==> src/inc/sdc_pkg.sv <==
// SDRAM controller configuration and power control: shared constants and types.
// Assumes a 10 MHz controller clock and an AXI4-Lite register master.
package sdc_pkg;
	// ----------------------------------------
	// Register offsets and reset values
	// ----------------------------------------
	localparam logic [7:0] OFS_MODE = 8'h00;
	localparam logic [7:0] OFS_RTIMER = 8'h04;
	localparam logic [7:0] OFS_CFG = 8'h08;
	localparam logic [7:0] OFS_SREF = 8'h0C;
	localparam logic [7:0] OFS_LPWR = 8'h10;
	localparam logic [7:0] OFS_STAT = 8'h20;
	localparam logic [2:0] RST_MODE = 3'h0;
	localparam logic RST_BUS_WIDTH = 1'h1;
	localparam logic [11:0] RST_RTIMER = 12'h800;
	localparam logic [31:0] RST_CFG = 32'h2A99C140;
	localparam int BUS_WIDTH_BIT = 4;
	localparam logic [1:0] RESP_OKAY = 2'h0;
	localparam logic [1:0] RESP_SLVERR = 2'h2;
	// ----------------------------------------
	// Command modes and timing
	// ----------------------------------------
	localparam logic [2:0] MODE_NORMAL = 3'h0;
	localparam logic [2:0] MODE_NOP = 3'h1;
	localparam logic [2:0] MODE_PALL = 3'h2;
	localparam logic [2:0] MODE_LMR = 3'h3;
	localparam logic [2:0] MODE_REF = 3'h4;
	localparam logic [3:0] DLY_MIN = 4'h2;
	localparam logic [3:0] CAS_LAT = 4'h2;
	localparam logic [3:0] ONE = 4'h1;
	localparam logic [3:0] COL_BASE = 4'h8;
	localparam logic [3:0] ROW_BASE = 4'hB;
	localparam int PALL_BIT = 10;
	// ----------------------------------------
	// Types
	// ----------------------------------------
	typedef struct packed {
		logic csN;
		logic rasN;
		logic casN;
		logic weN;
	} sdcCmd_t;
	localparam sdcCmd_t CMD_NOP = 4'h7;
	localparam sdcCmd_t CMD_ACT = 4'h3;
	localparam sdcCmd_t CMD_RD = 4'h5;
	localparam sdcCmd_t CMD_WR = 4'h4;
	localparam sdcCmd_t CMD_PRE = 4'h2;
	localparam sdcCmd_t CMD_REF = 4'h1;
	localparam sdcCmd_t CMD_LMR = 4'h0;
	typedef struct packed {
		logic rsvd;
		logic [3:0] selfRefreshExitDelay;
		logic [3:0] activeToPrechargeDelay;
		logic [3:0] rowToColumnDelay;
		logic [3:0] rowPrechargeDelay;
		logic [3:0] rowCycleDelay;
		logic [3:0] writeRecoveryDelay;
		logic [1:0] cas;
		logic bankCountSelect;
		logic [1:0] rowBitCount;
		logic [1:0] nc;
	} sdcCfg_t;
	typedef enum logic [7:0] {
		S_IDLE = 8'h01,
		S_WAKE = 8'h02,
		S_ACT = 8'h04,
		S_RW = 8'h08,
		S_PRE = 8'h10,
		S_REF = 8'h20,
		S_SELF = 8'h40,
		S_MODE = 8'h80
	} sdcState_t;
endpackage : sdc_pkg

==> src/verilog/sdc_ctrl.sv <==
// SDRAM controller command, refresh and power-state engine with its registers.
// Assumes an AXI4-Lite master on clk and an access requester on clk that holds
// accReq until accAck and drops it the cycle after.
`timescale 1ns/100ps
module sdc_ctrl (
	// Clock and reset
	input wire logic clk,
	input wire logic reset_n,
	// AXI4-Lite slave
	input wire logic [7:0] s_axi_awaddr,
	input wire logic s_axi_awvalid,
	output logic s_axi_awready,
	input wire logic [31:0] s_axi_wdata,
	input wire logic [3:0] s_axi_wstrb,
	input wire logic s_axi_wvalid,
	output logic s_axi_wready,
	output logic [1:0] s_axi_bresp,
	output logic s_axi_bvalid,
	input wire logic s_axi_bready,
	input wire logic [7:0] s_axi_araddr,
	input wire logic s_axi_arvalid,
	output logic s_axi_arready,
	output logic [31:0] s_axi_rdata,
	output logic [1:0] s_axi_rresp,
	output logic s_axi_rvalid,
	input wire logic s_axi_rready,
	// Access requests
	input wire logic accReq,
	input wire logic accWrite,
	input wire logic [27:0] accAddr,
	output logic accAck,
	// SDRAM side
	output sdc_pkg::sdcCmd_t memCmd,
	output logic [12:0] memAddr,
	output logic [1:0] memBank,
	output logic memClockEnable,
	output logic memClockOut,
	output logic memHalfWidth
);
	import sdc_pkg::*;

	// ----------------------------------------
	// Helpers
	// ----------------------------------------
	function automatic logic [3:0] eff(input logic [3:0] v);
		eff = (v <= DLY_MIN) ? DLY_MIN : v;
	endfunction : eff

	function automatic logic mapped(input logic [7:0] a);
		mapped = (a == OFS_MODE) || (a == OFS_RTIMER) || (a == OFS_CFG) ||
			(a == OFS_SREF) || (a == OFS_LPWR) || (a == OFS_STAT);
	endfunction : mapped

	function automatic logic [31:0] merge(input logic [31:0] o, input logic [31:0] n,
		input logic [3:0] s);
		merge = o;
		for (int i = 0; i < 4; i++) begin
			if (s[i]) begin
				merge[i*8 +: 8] = n[i*8 +: 8];
			end
		end
	endfunction : merge

	// ----------------------------------------
	// Register state
	// ----------------------------------------
	logic [2:0] cmdMode_q;
	logic busWidthSelect_q;
	logic [11:0] rtCount_q;
	logic rtWritten_q;
	sdcCfg_t cfg_q;
	logic lowPowerRequestBit_q;
	logic srReq_q;
	logic refreshErrorFlag_q;
	logic refPend_q;
	logic [11:0] rtTimer_q;
	logic refTick;
	logic [7:0] awAddr_q;
	logic [31:0] wData_q;
	logic [3:0] wStrb_q;
	logic wrDo;
	logic rdDo;
	logic [31:0] rdMux;
	logic [31:0] curWord;
	logic [31:0] newWord;
	sdcState_t state_q;
	logic [3:0] dly_q;
	logic refTake;
	logic srTake;
	logic modeIssue;
	logic [3:0] sinceAct_q;

	assign wrDo = !s_axi_awready && !s_axi_wready && !s_axi_bvalid;
	assign rdDo = s_axi_arvalid && s_axi_arready;

	// ----------------------------------------
	// AXI write channels
	// ----------------------------------------
	always_ff @(posedge clk or negedge reset_n) begin
		if (!reset_n) begin
			s_axi_awready <= 1'b1;
			s_axi_wready <= 1'b1;
			s_axi_bvalid <= 1'b0;
			s_axi_bresp <= RESP_OKAY;
			awAddr_q <= 8'h00;
			wData_q <= 32'h0;
			wStrb_q <= 4'h0;
		end else begin
			if (s_axi_awvalid && s_axi_awready) begin
				s_axi_awready <= 1'b0;
				awAddr_q <= s_axi_awaddr;
			end
			if (s_axi_wvalid && s_axi_wready) begin
				s_axi_wready <= 1'b0;
				wData_q <= s_axi_wdata;
				wStrb_q <= s_axi_wstrb;
			end
			if (wrDo) begin
				s_axi_bvalid <= 1'b1;
				s_axi_bresp <= mapped(awAddr_q) ? RESP_OKAY : RESP_SLVERR;
				s_axi_awready <= 1'b1;
				s_axi_wready <= 1'b1;
			end else if (s_axi_bvalid && s_axi_bready) begin
				s_axi_bvalid <= 1'b0;
			end
		end
	end

	// ----------------------------------------
	// Read mux and read channel
	// ----------------------------------------
	always_comb begin
		curWord = 32'h0;
		case (awAddr_q)
			OFS_MODE: curWord = {27'h0, busWidthSelect_q, 1'b0, cmdMode_q};
			OFS_RTIMER: curWord = {20'h0, rtCount_q};
			OFS_CFG: curWord = cfg_q;
			OFS_LPWR: curWord = {31'h0, lowPowerRequestBit_q};
			default: curWord = 32'h0;
		endcase
		newWord = merge(curWord, wData_q, wStrb_q);
		rdMux = 32'h0;
		case (s_axi_araddr)
			OFS_MODE: rdMux = {27'h0, busWidthSelect_q, 1'b0, cmdMode_q};
			OFS_RTIMER: rdMux = {20'h0, rtCount_q};
			OFS_CFG: rdMux = cfg_q;
			OFS_LPWR: rdMux = {31'h0, lowPowerRequestBit_q};
			OFS_STAT: rdMux = {31'h0, refreshErrorFlag_q};
			default: rdMux = 32'h0;
		endcase
	end

	always_ff @(posedge clk or negedge reset_n) begin
		if (!reset_n) begin
			s_axi_arready <= 1'b1;
			s_axi_rvalid <= 1'b0;
			s_axi_rdata <= 32'h0;
			s_axi_rresp <= RESP_OKAY;
		end else if (rdDo) begin
			s_axi_arready <= 1'b0;
			s_axi_rvalid <= 1'b1;
			s_axi_rdata <= rdMux;
			s_axi_rresp <= mapped(s_axi_araddr) ? RESP_OKAY : RESP_SLVERR;
		end else if (s_axi_rvalid && s_axi_rready) begin
			s_axi_rvalid <= 1'b0;
			s_axi_arready <= 1'b1;
		end
	end

	// ----------------------------------------
	// Software registers
	// ----------------------------------------
	always_ff @(posedge clk or negedge reset_n) begin
		if (!reset_n) begin
			cmdMode_q <= RST_MODE;
			busWidthSelect_q <= RST_BUS_WIDTH;
			rtCount_q <= RST_RTIMER;
			rtWritten_q <= 1'b0;
			cfg_q <= RST_CFG;
			lowPowerRequestBit_q <= 1'b0;
		end else if (wrDo) begin
			case (awAddr_q)
				OFS_MODE: begin
					cmdMode_q <= newWord[2:0];
					busWidthSelect_q <= newWord[BUS_WIDTH_BIT];
				end
				OFS_RTIMER: begin
					rtCount_q <= newWord[11:0];
					rtWritten_q <= rtWritten_q | (|wStrb_q[1:0]);
				end
				OFS_CFG: cfg_q <= newWord;
				OFS_LPWR: lowPowerRequestBit_q <= newWord[0];
				default: ;
			endcase
		end
	end

	always_ff @(posedge clk or negedge reset_n) begin
		if (!reset_n) begin
			memHalfWidth <= RST_BUS_WIDTH;
		end else begin
			memHalfWidth <= busWidthSelect_q;
		end
	end

	// ----------------------------------------
	// Refresh timer and error flag
	// ----------------------------------------
	assign refTick = rtWritten_q && (rtCount_q != 12'h0) && (rtTimer_q == 12'h0);

	always_ff @(posedge clk or negedge reset_n) begin
		if (!reset_n) begin
			rtTimer_q <= 12'h0;
		end else if (wrDo && awAddr_q == OFS_RTIMER) begin
			rtTimer_q <= newWord[11:0] - 12'h1;
		end else if (!rtWritten_q || refTick) begin
			rtTimer_q <= rtCount_q - 12'h1;
		end else begin
			rtTimer_q <= rtTimer_q - 12'h1;
		end
	end

	always_ff @(posedge clk or negedge reset_n) begin
		if (!reset_n) begin
			refPend_q <= 1'b0;
			refreshErrorFlag_q <= 1'b0;
		end else begin
			if (refTick) begin
				refPend_q <= 1'b1;
			end else if (refTake) begin
				refPend_q <= 1'b0;
			end
			if (refTick && refPend_q && state_q != S_SELF) begin
				refreshErrorFlag_q <= 1'b1;
			end else if (rdDo && s_axi_araddr == OFS_STAT) begin
				refreshErrorFlag_q <= 1'b0;
			end
		end
	end

	always_ff @(posedge clk or negedge reset_n) begin
		if (!reset_n) begin
			srReq_q <= 1'b0;
		end else if (wrDo && awAddr_q == OFS_SREF && wStrb_q[0] && wData_q[0]) begin
			srReq_q <= 1'b1;
		end else if (srTake) begin
			srReq_q <= 1'b0;
		end
	end

	// ----------------------------------------
	// Address split
	// ----------------------------------------
	logic [27:0] wordAddr;
	logic [3:0] colBits;
	logic [3:0] rowBits;
	logic [27:0] colPart;
	logic [27:0] rowPart;
	logic [27:0] bankPart;

	always_comb begin
		wordAddr = busWidthSelect_q ? (accAddr >> 1) : (accAddr >> 2);
		colBits = COL_BASE + {2'h0, cfg_q.nc};
		rowBits = ROW_BASE + ((cfg_q.rowBitCount == 2'h3) ? 4'h2 : {2'h0, cfg_q.rowBitCount});
		colPart = wordAddr & ((28'h1 << colBits) - 28'h1);
		rowPart = (wordAddr >> colBits) & ((28'h1 << rowBits) - 28'h1);
		bankPart = (wordAddr >> ({1'b0, colBits} + {1'b0, rowBits}))
			& (cfg_q.bankCountSelect ? 28'h3 : 28'h1);
	end

	// ----------------------------------------
	// Command engine
	// ----------------------------------------
	logic [3:0] rcdEff;
	logic [3:0] rasEff;
	logic [3:0] colWait;

	assign rcdEff = eff(cfg_q.rowToColumnDelay);
	assign rasEff = eff(cfg_q.activeToPrechargeDelay);
	assign colWait = accWrite ? eff(cfg_q.writeRecoveryDelay) : CAS_LAT;
	assign refTake = (state_q == S_IDLE) && refPend_q && memClockEnable;
	assign srTake = (state_q == S_IDLE) && !refPend_q && srReq_q && memClockEnable;
	assign modeIssue = (state_q == S_IDLE) && !refPend_q && !srReq_q && memClockEnable
		&& accReq && (cmdMode_q != MODE_NORMAL);

	always_ff @(posedge clk or negedge reset_n) begin
		if (!reset_n) begin
			state_q <= S_IDLE;
			dly_q <= 4'h0;
			memCmd <= CMD_NOP;
			memAddr <= 13'h0;
			memBank <= 2'h0;
			memClockEnable <= 1'b1;
			accAck <= 1'b0;
		end else begin
			memCmd <= CMD_NOP;
			accAck <= 1'b0;
			if (dly_q != 4'h0) begin
				dly_q <= dly_q - ONE;
			end
			case (state_q)
				S_IDLE: begin
					if (!memClockEnable) begin
						if (accReq || refPend_q || !lowPowerRequestBit_q) begin
							memClockEnable <= 1'b1;
							dly_q <= 4'h0;
							state_q <= S_WAKE;
						end
					end else if (refTake) begin
						memCmd <= CMD_REF;
						dly_q <= eff(cfg_q.rowCycleDelay) - ONE;
						state_q <= S_REF;
					end else if (srTake) begin
						memCmd <= CMD_REF;
						memClockEnable <= 1'b0;
						state_q <= S_SELF;
					end else if (modeIssue) begin
						accAck <= 1'b1;
						dly_q <= DLY_MIN - ONE;
						state_q <= S_MODE;
						case (cmdMode_q)
							MODE_PALL: begin
								memCmd <= CMD_PRE;
								memAddr <= 13'h0;
								memAddr[PALL_BIT] <= 1'b1;
								dly_q <= eff(cfg_q.rowPrechargeDelay) - ONE;
							end
							MODE_LMR: begin
								memCmd <= CMD_LMR;
								memAddr <= accAddr[12:0];
								memBank <= accAddr[14:13];
							end
							MODE_REF: begin
								memCmd <= CMD_REF;
								dly_q <= eff(cfg_q.rowCycleDelay) - ONE;
							end
							default: memCmd <= CMD_NOP;
						endcase
					end else if (accReq) begin
						memCmd <= CMD_ACT;
						memAddr <= rowPart[12:0];
						memBank <= bankPart[1:0];
						dly_q <= rcdEff - ONE;
						state_q <= S_ACT;
					end
				end
				S_SELF: begin
					if (accReq) begin
						memClockEnable <= 1'b1;
						dly_q <= (cfg_q.selfRefreshExitDelay == 4'h0) ? 4'h0
							: cfg_q.selfRefreshExitDelay - ONE;
						state_q <= S_WAKE;
					end
				end
				S_ACT: begin
					if (dly_q == 4'h0) begin
						memCmd <= accWrite ? CMD_WR : CMD_RD;
						memAddr <= {1'b0, colPart[10], 1'b0, colPart[9:0]};
						accAck <= 1'b1;
						state_q <= S_RW;
						dly_q <= colWait - ONE;
						if ({1'b0, rasEff} > {1'b0, rcdEff} + {1'b0, colWait}) begin
							dly_q <= rasEff - rcdEff - ONE;
						end
					end
				end
				S_RW: begin
					if (dly_q == 4'h0) begin
						memCmd <= CMD_PRE;
						memAddr[PALL_BIT] <= 1'b1;
						dly_q <= eff(cfg_q.rowPrechargeDelay) - ONE;
						state_q <= S_PRE;
					end
				end
				S_PRE: begin
					if (dly_q == 4'h0) begin
						// enter low power, only when set
						memClockEnable <= !lowPowerRequestBit_q;
						state_q <= S_IDLE;
					end
				end
				S_WAKE, S_REF, S_MODE: begin
					if (dly_q == 4'h0) begin
						state_q <= S_IDLE;
					end
				end
				default: state_q <= S_IDLE;
			endcase
		end
	end

	always_ff @(posedge clk or negedge reset_n) begin
		if (!reset_n) begin
			memClockOut <= 1'b0;
		end else if (state_q == S_SELF) begin
			memClockOut <= 1'b0;
		end else begin
			memClockOut <= !memClockOut;
		end
	end

	always_ff @(posedge clk or negedge reset_n) begin
		if (!reset_n) begin
			sinceAct_q <= 4'hF;
		end else if (memCmd == CMD_ACT) begin
			sinceAct_q <= ONE;
		end else if (sinceAct_q != 4'hF) begin
			sinceAct_q <= sinceAct_q + ONE;
		end
	end

	// ----------------------------------------
	// Assertions
	// ----------------------------------------
	property p_noRefUnarmed;
		@(posedge clk) disable iff (!reset_n) !rtWritten_q |-> !refPend_q;
	endproperty
	a_noRefUnarmed: assert property (p_noRefUnarmed) else $error("refresh before arm");

	property p_tickPend;
		@(posedge clk) disable iff (!reset_n) refTick |=> refPend_q || $past(refTake);
	endproperty
	a_tickPend: assert property (p_tickPend) else $error("refresh tick lost");

	property p_refErr;
		@(posedge clk) disable iff (!reset_n)
			refTick && refPend_q && state_q != S_SELF |=> refreshErrorFlag_q;
	endproperty
	a_refErr: assert property (p_refErr) else $error("refresh error not flagged");

	property p_lowPowerOnly;
		@(posedge clk) disable iff (!reset_n)
			$fell(memClockEnable) |-> memCmd == CMD_REF || $past(lowPowerRequestBit_q);
	endproperty
	a_lowPowerOnly: assert property (p_lowPowerOnly) else $error("stray clock enable drop");

	property p_selfEnter;
		@(posedge clk) disable iff (!reset_n)
			srTake |=> !memClockEnable && memCmd == CMD_REF ##1 !memClockOut;
	endproperty
	a_selfEnter: assert property (p_selfEnter) else $error("self-refresh entry wrong");

	property p_nopMode;
		@(posedge clk) disable iff (!reset_n)
			modeIssue && cmdMode_q == MODE_NOP |=> memCmd == CMD_NOP && accAck;
	endproperty
	a_nopMode: assert property (p_nopMode) else $error("nop mode wrong");

	property p_pallMode;
		@(posedge clk) disable iff (!reset_n)
			modeIssue && cmdMode_q == MODE_PALL |=> memCmd == CMD_PRE && memAddr[PALL_BIT];
	endproperty
	a_pallMode: assert property (p_pallMode) else $error("precharge-all mode wrong");

	property p_actToCol;
		@(posedge clk) disable iff (!reset_n)
			memCmd == CMD_RD || memCmd == CMD_WR |-> sinceAct_q >= rcdEff;
	endproperty
	a_actToCol: assert property (p_actToCol) else $error("column too soon");
endmodule : sdc_ctrl
==> config.mk <==
export PLATFORM = sky130hd
export DESIGN_NAME = sdc_ctrl
export DESIGN_NICKNAME = d
export VERILOG_FILES = /design/src/inc/sdc_pkg.sv /design/src/verilog/sdc_ctrl.sv
export SDC_FILE = /design/constraint.sdc
export NUM_CORES = 1
export LEC_CHECK = 0
export BUFFER_PORTS_ARGS = -buffer_cell sky130_fd_sc_hd__buf_2
export CAP_MARGIN = 40
export CORE_MARGIN = 3
export CORE_UTILIZATION = 58
export DETAILED_ROUTE_END_ITERATION = 7
export GPL_ROUTABILITY_DRIVEN = 0
export PLACE_DENSITY = 0.81
export SLEW_MARGIN = 20
export SYNTH_ARGS = -nofsm -noshare
export SYNTH_HDL_FRONTEND = slang
export SYNTH_SLANG_ARGS = --single-unit
==> constraint.sdc <==
create_clock -name clk -period 4.1 [get_ports clk]
set_clock_uncertainty 0.1 [all_clocks]
set_input_delay 0.205 -clock clk [delete_from_list [all_inputs] [get_ports clk]]
set_output_delay 0.205 -clock clk [all_outputs]
set_load 0.005 [all_outputs]
After elaboration in Yosys (flattened, before gate mapping)

Index checks and enable logic that the tools add are counted.

Bits of input ports: 89
Register bits: 185

Magnitude comparators: 6
Eq/ne operators: 39
Reduce and logical (&&, ||, !) cells: 79
Bitwise gates (word level): 6
Mux-type cells: 98
Add/sub/neg operators: 17
Shift operators: 4

Operators with widths:

| cell                                                                             | count |
|---|---|
| 32-bit one-hot mux with 5 select lines                                           | 1 |
| 32-bit one-hot mux with 4 select lines                                           | 1 |
| 8-bit 2-to-1 mux                                                                 | 14 |
| 4-bit 2-to-1 mux                                                                 | 22 |
| 13-bit 2-to-1 mux                                                                | 6 |
| 8-bit by 4-bit == test with 1-bit output, second input constant                  | 5 |
| 8-bit one-hot mux with 5 select lines                                            | 1 |
| 12-bit by 1-bit subtractor with 12-bit output, second input constant             | 3 |
| 1-bit 2-to-1 mux                                                                 | 30 |
| 4-bit by 1-bit subtractor with 4-bit output, second input constant               | 7 |
| 27-bit 2-to-1 mux                                                                | 1 |
| 27-bit by 4-bit >> shifter with 13-bit output                                    | 1 |
| 27-bit by 5-bit >> shifter with 2-bit output                                     | 1 |
| 13-bit one-hot mux with 2 select lines                                           | 1 |
| 1-bit logical AND                                                                | 25 |
| 8-bit by 3-bit == test with 1-bit output, second input constant                  | 3 |
| 8-bit by 5-bit == test with 1-bit output, second input constant                  | 3 |
| 8-bit by 6-bit == test with 1-bit output, second input constant                  | 3 |
| 12-bit 2-to-1 mux                                                                | 2 |
| 4-bit by 2-bit less-or-equal comparator with 1-bit output, second input constant | 5 |
| 2-bit != test, second input constant                                             | 10 |
| 10-bit one-hot mux with 2 select lines                                           | 1 |
| 2-bit nonzero test                                                               | 9 |
| 8-bit logical NOT                                                                | 2 |
| 49 further kinds                                                                 | 92 |

Depth between registers and ports, before layout

Word-level depth: 12
Depth in mapped cells: 15
Depth with buffers taken out: 14

Worst setup path before layout

OpenSTA, ideal clock, no wires.

Path kind: flip-flop to flip-flop
Start: register cfg_q[10] (netlist name)
End: register dly_q[0]
Library setup time: 139 ps
Slack: 345 ps
Cell stages (with the launch flop): 15
Data arrival time: 3517 ps
Period minus slack after synthesis: 3755 ps
Path buffers: 0
Path through: dfrtp_1 -> o311ai_0 -> inv_1 -> ha_1 -> inv_1 -> fa_1 -> ha_1 -> nor2b_1 -> o21a_1 -> o21a_1 -> o221ai_1 -> mux2i_1 -> o22ai_1 -> nand2_1 -> or4b_1

Word-level cells in the longest chain between the ends: 8
Elaborated cells between the ends (all ways): 9

Ends and longest elaborated chain:

| item                                                      | line            | text |
|---|---|---|
| from (decl)                                               | sdc_ctrl.sv:71  | `sdcCfg_t cfg_q;` |
| from (signal assigned)                                    | sdc_ctrl.sv:191 | `OFS_CFG: cfg_q <= newWord;` |
| 4-bit by 2-bit less-or-equal comparator with 1-bit output | sdc_ctrl.sv:46  | `eff = (v <= DLY_MIN) ? DLY_MIN : v;` |
| 4-bit 2-to-1 mux (*)                                      | sdc_ctrl.sv:46  |  |
| 4-bit 2-to-1 mux (*)                                      | sdc_ctrl.sv:280 | `assign colWait = accWrite ? eff(cfg_q.writeRecoveryDelay) : CAS_LAT;` |
| 4-bit by 4-bit adder with 5-bit output                    | sdc_ctrl.sv:362 | `if ({1'b0, rasEff} > {1'b0, rcdEff} + {1'b0, colWait}) begin` |
| 4-bit by 5-bit greater-than comparator with 1-bit output  | sdc_ctrl.sv:362 |  |
| 4-bit 2-to-1 mux (*)                                      | sdc_ctrl.sv:362 |  |
| 4-bit 2-to-1 mux (*)                                      | sdc_ctrl.sv:356 | `if (dly_q == 4'h0) begin` |
| 4-bit one-hot mux with 4 select lines (*)                 | sdc_ctrl.sv:301 | `case (state_q)` |
| to (signal assigned)                                      | sdc_ctrl.sv:299 | `dly_q <= dly_q - ONE;` |
| to (signal assigned)                                      | sdc_ctrl.sv:361 | `dly_q <= colWait - ONE;` |
| to (signal assigned)                                      | sdc_ctrl.sv:363 | `dly_q <= rasEff - rcdEff - ONE;` |
| to (decl)                                                 | sdc_ctrl.sv:87  | `logic [3:0] dly_q;` |

Mark *: on every way between the ends. The rest lies on a longest branch, timed or not.
A chain may end at the register's enable or synchronous reset.

Worst setup path in the final report

Start: register cfg_q[22] (netlist name)
End: register dly_q[0]

Word-level cells in the longest chain between the ends: 9
Elaborated cells between the ends (all ways): 15

Ends and longest elaborated chain:

| item                                                      | line            | text |
|---|---|---|
| 4-bit by 2-bit less-or-equal comparator with 1-bit output | sdc_ctrl.sv:46  |  |
| 4-bit 2-to-1 mux (*)                                      | sdc_ctrl.sv:46  |  |
| branches (longest 6 deep; another with 4-bit subtractor)  | -               |  |
| 4-bit one-hot mux with 4 select lines (*)                 | sdc_ctrl.sv:301 |  |
| to (signal assigned)                                      | sdc_ctrl.sv:299 |  |
| to (signal assigned)                                      | sdc_ctrl.sv:311 | `dly_q <= eff(cfg_q.rowCycleDelay) - ONE;` |
| to (signal assigned)                                      | sdc_ctrl.sv:319 | `dly_q <= DLY_MIN - ONE;` |

Every way passes the cells marked *.

==> flow_metrics.tcl <==
set metrics [dict create \
    drc 0 \
    ctsHoldBuffers 51 \
    top_layer "met4" \
    finalSetupViolCount 0 \
    drtIter0Drc 1049 \
    dr_wl_met2_um 15270 \
    cts.htree.levels 4 \
    die_h_um 141.6 \
    ir_drop_mv 0.4800 \
    fill_cells 1244 \
    multiInputGateArea_um2 5645 \
    wl_per_cell_um 20.53 \
    cts_buffers 17 \
    worstMarginPinSlew_ns 0.9529 \
    vias 9607 \
    cts.sinks 182 \
    grt_pass1_vias 9446 \
    met3_length_um 2574 \
    initial_utilization_pct 60.36 \
    pin_count 153 \
    seq_area_um2 4582 \
    finalPower_mw 7.861 \
    clkTransAtPathRegs_ns 0.07 \
    seqPwrFrac_pct 37.0 \
    synth-seq-cells 182 \
    dp_hpwl_um 20950 \
    hold_path_class "in2reg" \
    drv_slew 0 \
    holdWs_ns 0.02698 \
    rsz0062_at_grt "no" \
    route.final.wire_length_um 31140 \
    p_sw_mw 3.031 \
    cts_resized 0 \
    synth_edf_count 0 \
    post_cts_buffers 0 \
    ant_nets 0 \
    path_class "reg2reg" \
    p_int_mw 4.830 \
    dr.pass1.iters 6 \
    grt_pass1_wl_um 50240 \
    ys_dominant_reg_cell "dfrtp_1" \
    viasPerCell 6.333 \
    final.min_clock_period_ns 3.850 \
    grt_max_degree 90 \
    clockRootBuffer "clkbuf_16" \
    crit-reg2reg-launch "cfg_q[22]" \
    ys_types 80 \
    clock_path_buffers 2 \
    period_share_pct 93.90 \
    syn2layout_area_growth_pct 20.15 \
    drt-met1-wl_um 12210 \
    die_x_um 141.6 \
    clkLatencyLatePin_ns 0.45 \
    grt_usage_pct 31.43 \
    maxSlewHeadroom_pct 36.34 \
    outcome "complete, no violations" \
    synth_seq_area_share_pct 42.99 \
    dieArea_um2 20040 \
    drive_above_1_share_pct 27.11 \
    core_um2 17660 \
    synthArstFlopShare_pct 100.0 \
    synth_area_um2 10660 \
    core.rowCount 48 \
    utilization_pct 72.52 \
    arrival_ns 4.06 \
    tns_ns 0 \
    min_from "accAddr[0]" \
    final_nets 1392 \
    avgSynthCellArea_um2 9.680 \
    ys_warn_count 0 \
    cts_tree "done" \
    maxCapViolations 0 \
    hold_viol 0 \
    worstSetupStartpointType "flip-flop" \
    leakagePower_nw 5.893 \
    clkPwrFrac_pct 22.1 \
    end_kind "flip-flop" \
    io_buffers 149 \
    hold-path-cell-count 4 \
    reg2reg_to "dly_q[0]" \
    combPwrFrac_pct 40.9 \
    whs_endpoint "memAddr[0]" \
    fmax_mhz 259.7 \
    grt_overflow 0 \
    cp.required_ns 4.31 \
    reg2reg_slack_ns 0.25 \
    crit_fanout 7 \
    worstRegToRegCells 14 \
    postSynthCellCount 1101 \
    antenna_found_initial 1 \
    swShare_pct 38.56 \
    power.density_nw_per_um2 613.9 \
]
## per-layer routing
layer	vias to the layer above	global-route usage [%]
met5	-	0
met4	0	11.87
met3	83	5.865
met2	529	52.25
met1	4655	41.17
li1	4340	-
## synth_stat cells (all sizes together), types with 7 or more instances
cell type | instances | share of area [%]
xor2 | 10 | 0.82
a211oi | 8 | 0.61
a22oi | 15 | 1.1
o31ai | 9 | 0.63
nor2 | 88 | 3.2
and2 | 7 | 0.41
dfstp | 22 | 5.4
inv | 40 | 1.4
a31oi | 9 | 0.53
nor4 | 17 | 1.4
clkbuf | 64 | 2.3
nand2 | 120 | 4.2
xnor2 | 13 | 1.1
mux2i | 33 | 3.1
nand3b | 7 | 0.49
a21oi | 65 | 3.1
mux2 | 92 | 9.7
nand3 | 13 | 0.61
buf | 9 | 0.55
o22ai | 10 | 0.59
mux4 | 7 | 1.5
a221oi | 7 | 0.58
nand2b | 14 | 0.82
nor2b | 7 | 0.41
dfrtp | 160 | 38
a22o | 27 | 2.2
nor3 | 29 | 1.4
ha | 22 | 2.6
a21o | 7 | 0.49
o21ai | 67 | 3.2
## power groups by stage
| stage | Combinational [mW] | Clock, mW | Sequential, mW |
|---|---|---|---|
| 5_1_grt | 3.53 | 1.81 | 2.97 |
| 3_3_place_gp | 2.98 | 0 | 2.87 |
| 6_report | 3.22 | 1.74 | 2.91 |
| 4_1_cts | 3.16 | 1.73 | 2.87 |
| 2_1_floorplan | 2.45 | 0 | 2.64 |
| 3_5_place_dp | 3.09 | 0 | 2.90 |
## final cells by class
cell class	count	area share (%)
Antenna cell	1	0.01954
Clock buffer	20	3.410
Clock inverter	12	1.300
Inverter	41	1.202
Multi-Input combinational cell	808	44.09
Sequential cell	182	35.78
Tap cell	225	2.199
Timing Repair Buffer	228	12.00
## worst max-delay path, stage by stage, from the launching register on
cell and delay [ns]:
dfrtp_1 0.46, o31ai_1 0.45, inv_1 0.14, ha_1 0.24, inv_1 0.07, fa_1 0.41
ha_1 0.30, nor2b_1 0.14, o21a_1 0.17, o21a_1 0.16, o221ai_1 0.26, mux2i_1 0.23
o22ai_1 0.09, nand2_1 0.07, or4b_1 0.42
## how the worst max path moves through the flow
stage | to | cells past startpoint | from | slack, ns
after global placement | dly_q[0] | 14 | cfg_q[22] | 0.41
after CTS | dly_q[0] | 14 | cfg_q[22] | 0.28
after global routing | dly_q[0] | 14 | cfg_q[9] | 0.04
after floorplan | dly_q[0] | 14 | cfg_q[10] | 0.34
final | dly_q[0] | 14 | cfg_q[22] | 0.25
after detailed placement | dly_q[0] | 14 | cfg_q[22] | 0.32
## placed cells by master (no fill, tap or decap), types with 12 or more instances in the layout
cell type and n:
nor3_1 28, buf_2 148, o21ai_0 65, buf_4 23, xnor2_1 13, nand3_1 13, a21oi_1 64, dfrtp_1 160
nand2b_1 14, mux2i_1 33, mux2_2 92, a22oi_1 15, nand2_1 119, nor4_1 12, dfstp_2 22, dlygate4sd3_1 51
a22o_1 27, nor2_1 87, inv_1 40, ha_1 22, clkbuf_16 17
## through the flow
step / setup slack (ns) / cell area (um^2) / cells
global placement: 0.4129 / 11610 / 1429
finish: 0.2499 / 12800 / 1517
detailed placement: 0.3179 / 11650 / 1431
global route: 0.04230 / 12800 / 1517
floorplan: 0.3449 / 10670 / 1104
CTS: 0.2842 / 12760 / 1514
## sequential cells by signal (all words and copies together), names as in the netlist, 2 cells and up
name         cells
wData_q         32
memCmd           3
memBank          2
s_axi_rdata     32
state_q          8
awAddr_q         8
wStrb_q          4
dly_q            4
memAddr         13
rtTimer_q       12
cfg_q           32
cmdMode_q        3
rtCount_q       12
## cells by family after synthesis
family	Yosys count	share of synthesized area, %
mux	132	14.30
compound gates	277	17.33
simple gates	343	15.74
fa+ha+maj	28	3.428
flops	182	42.99
buf+inv	114	4.250
other cells	2	0.07047
xor+xnor	23	1.890
Power figures use the tool's default switching activity.
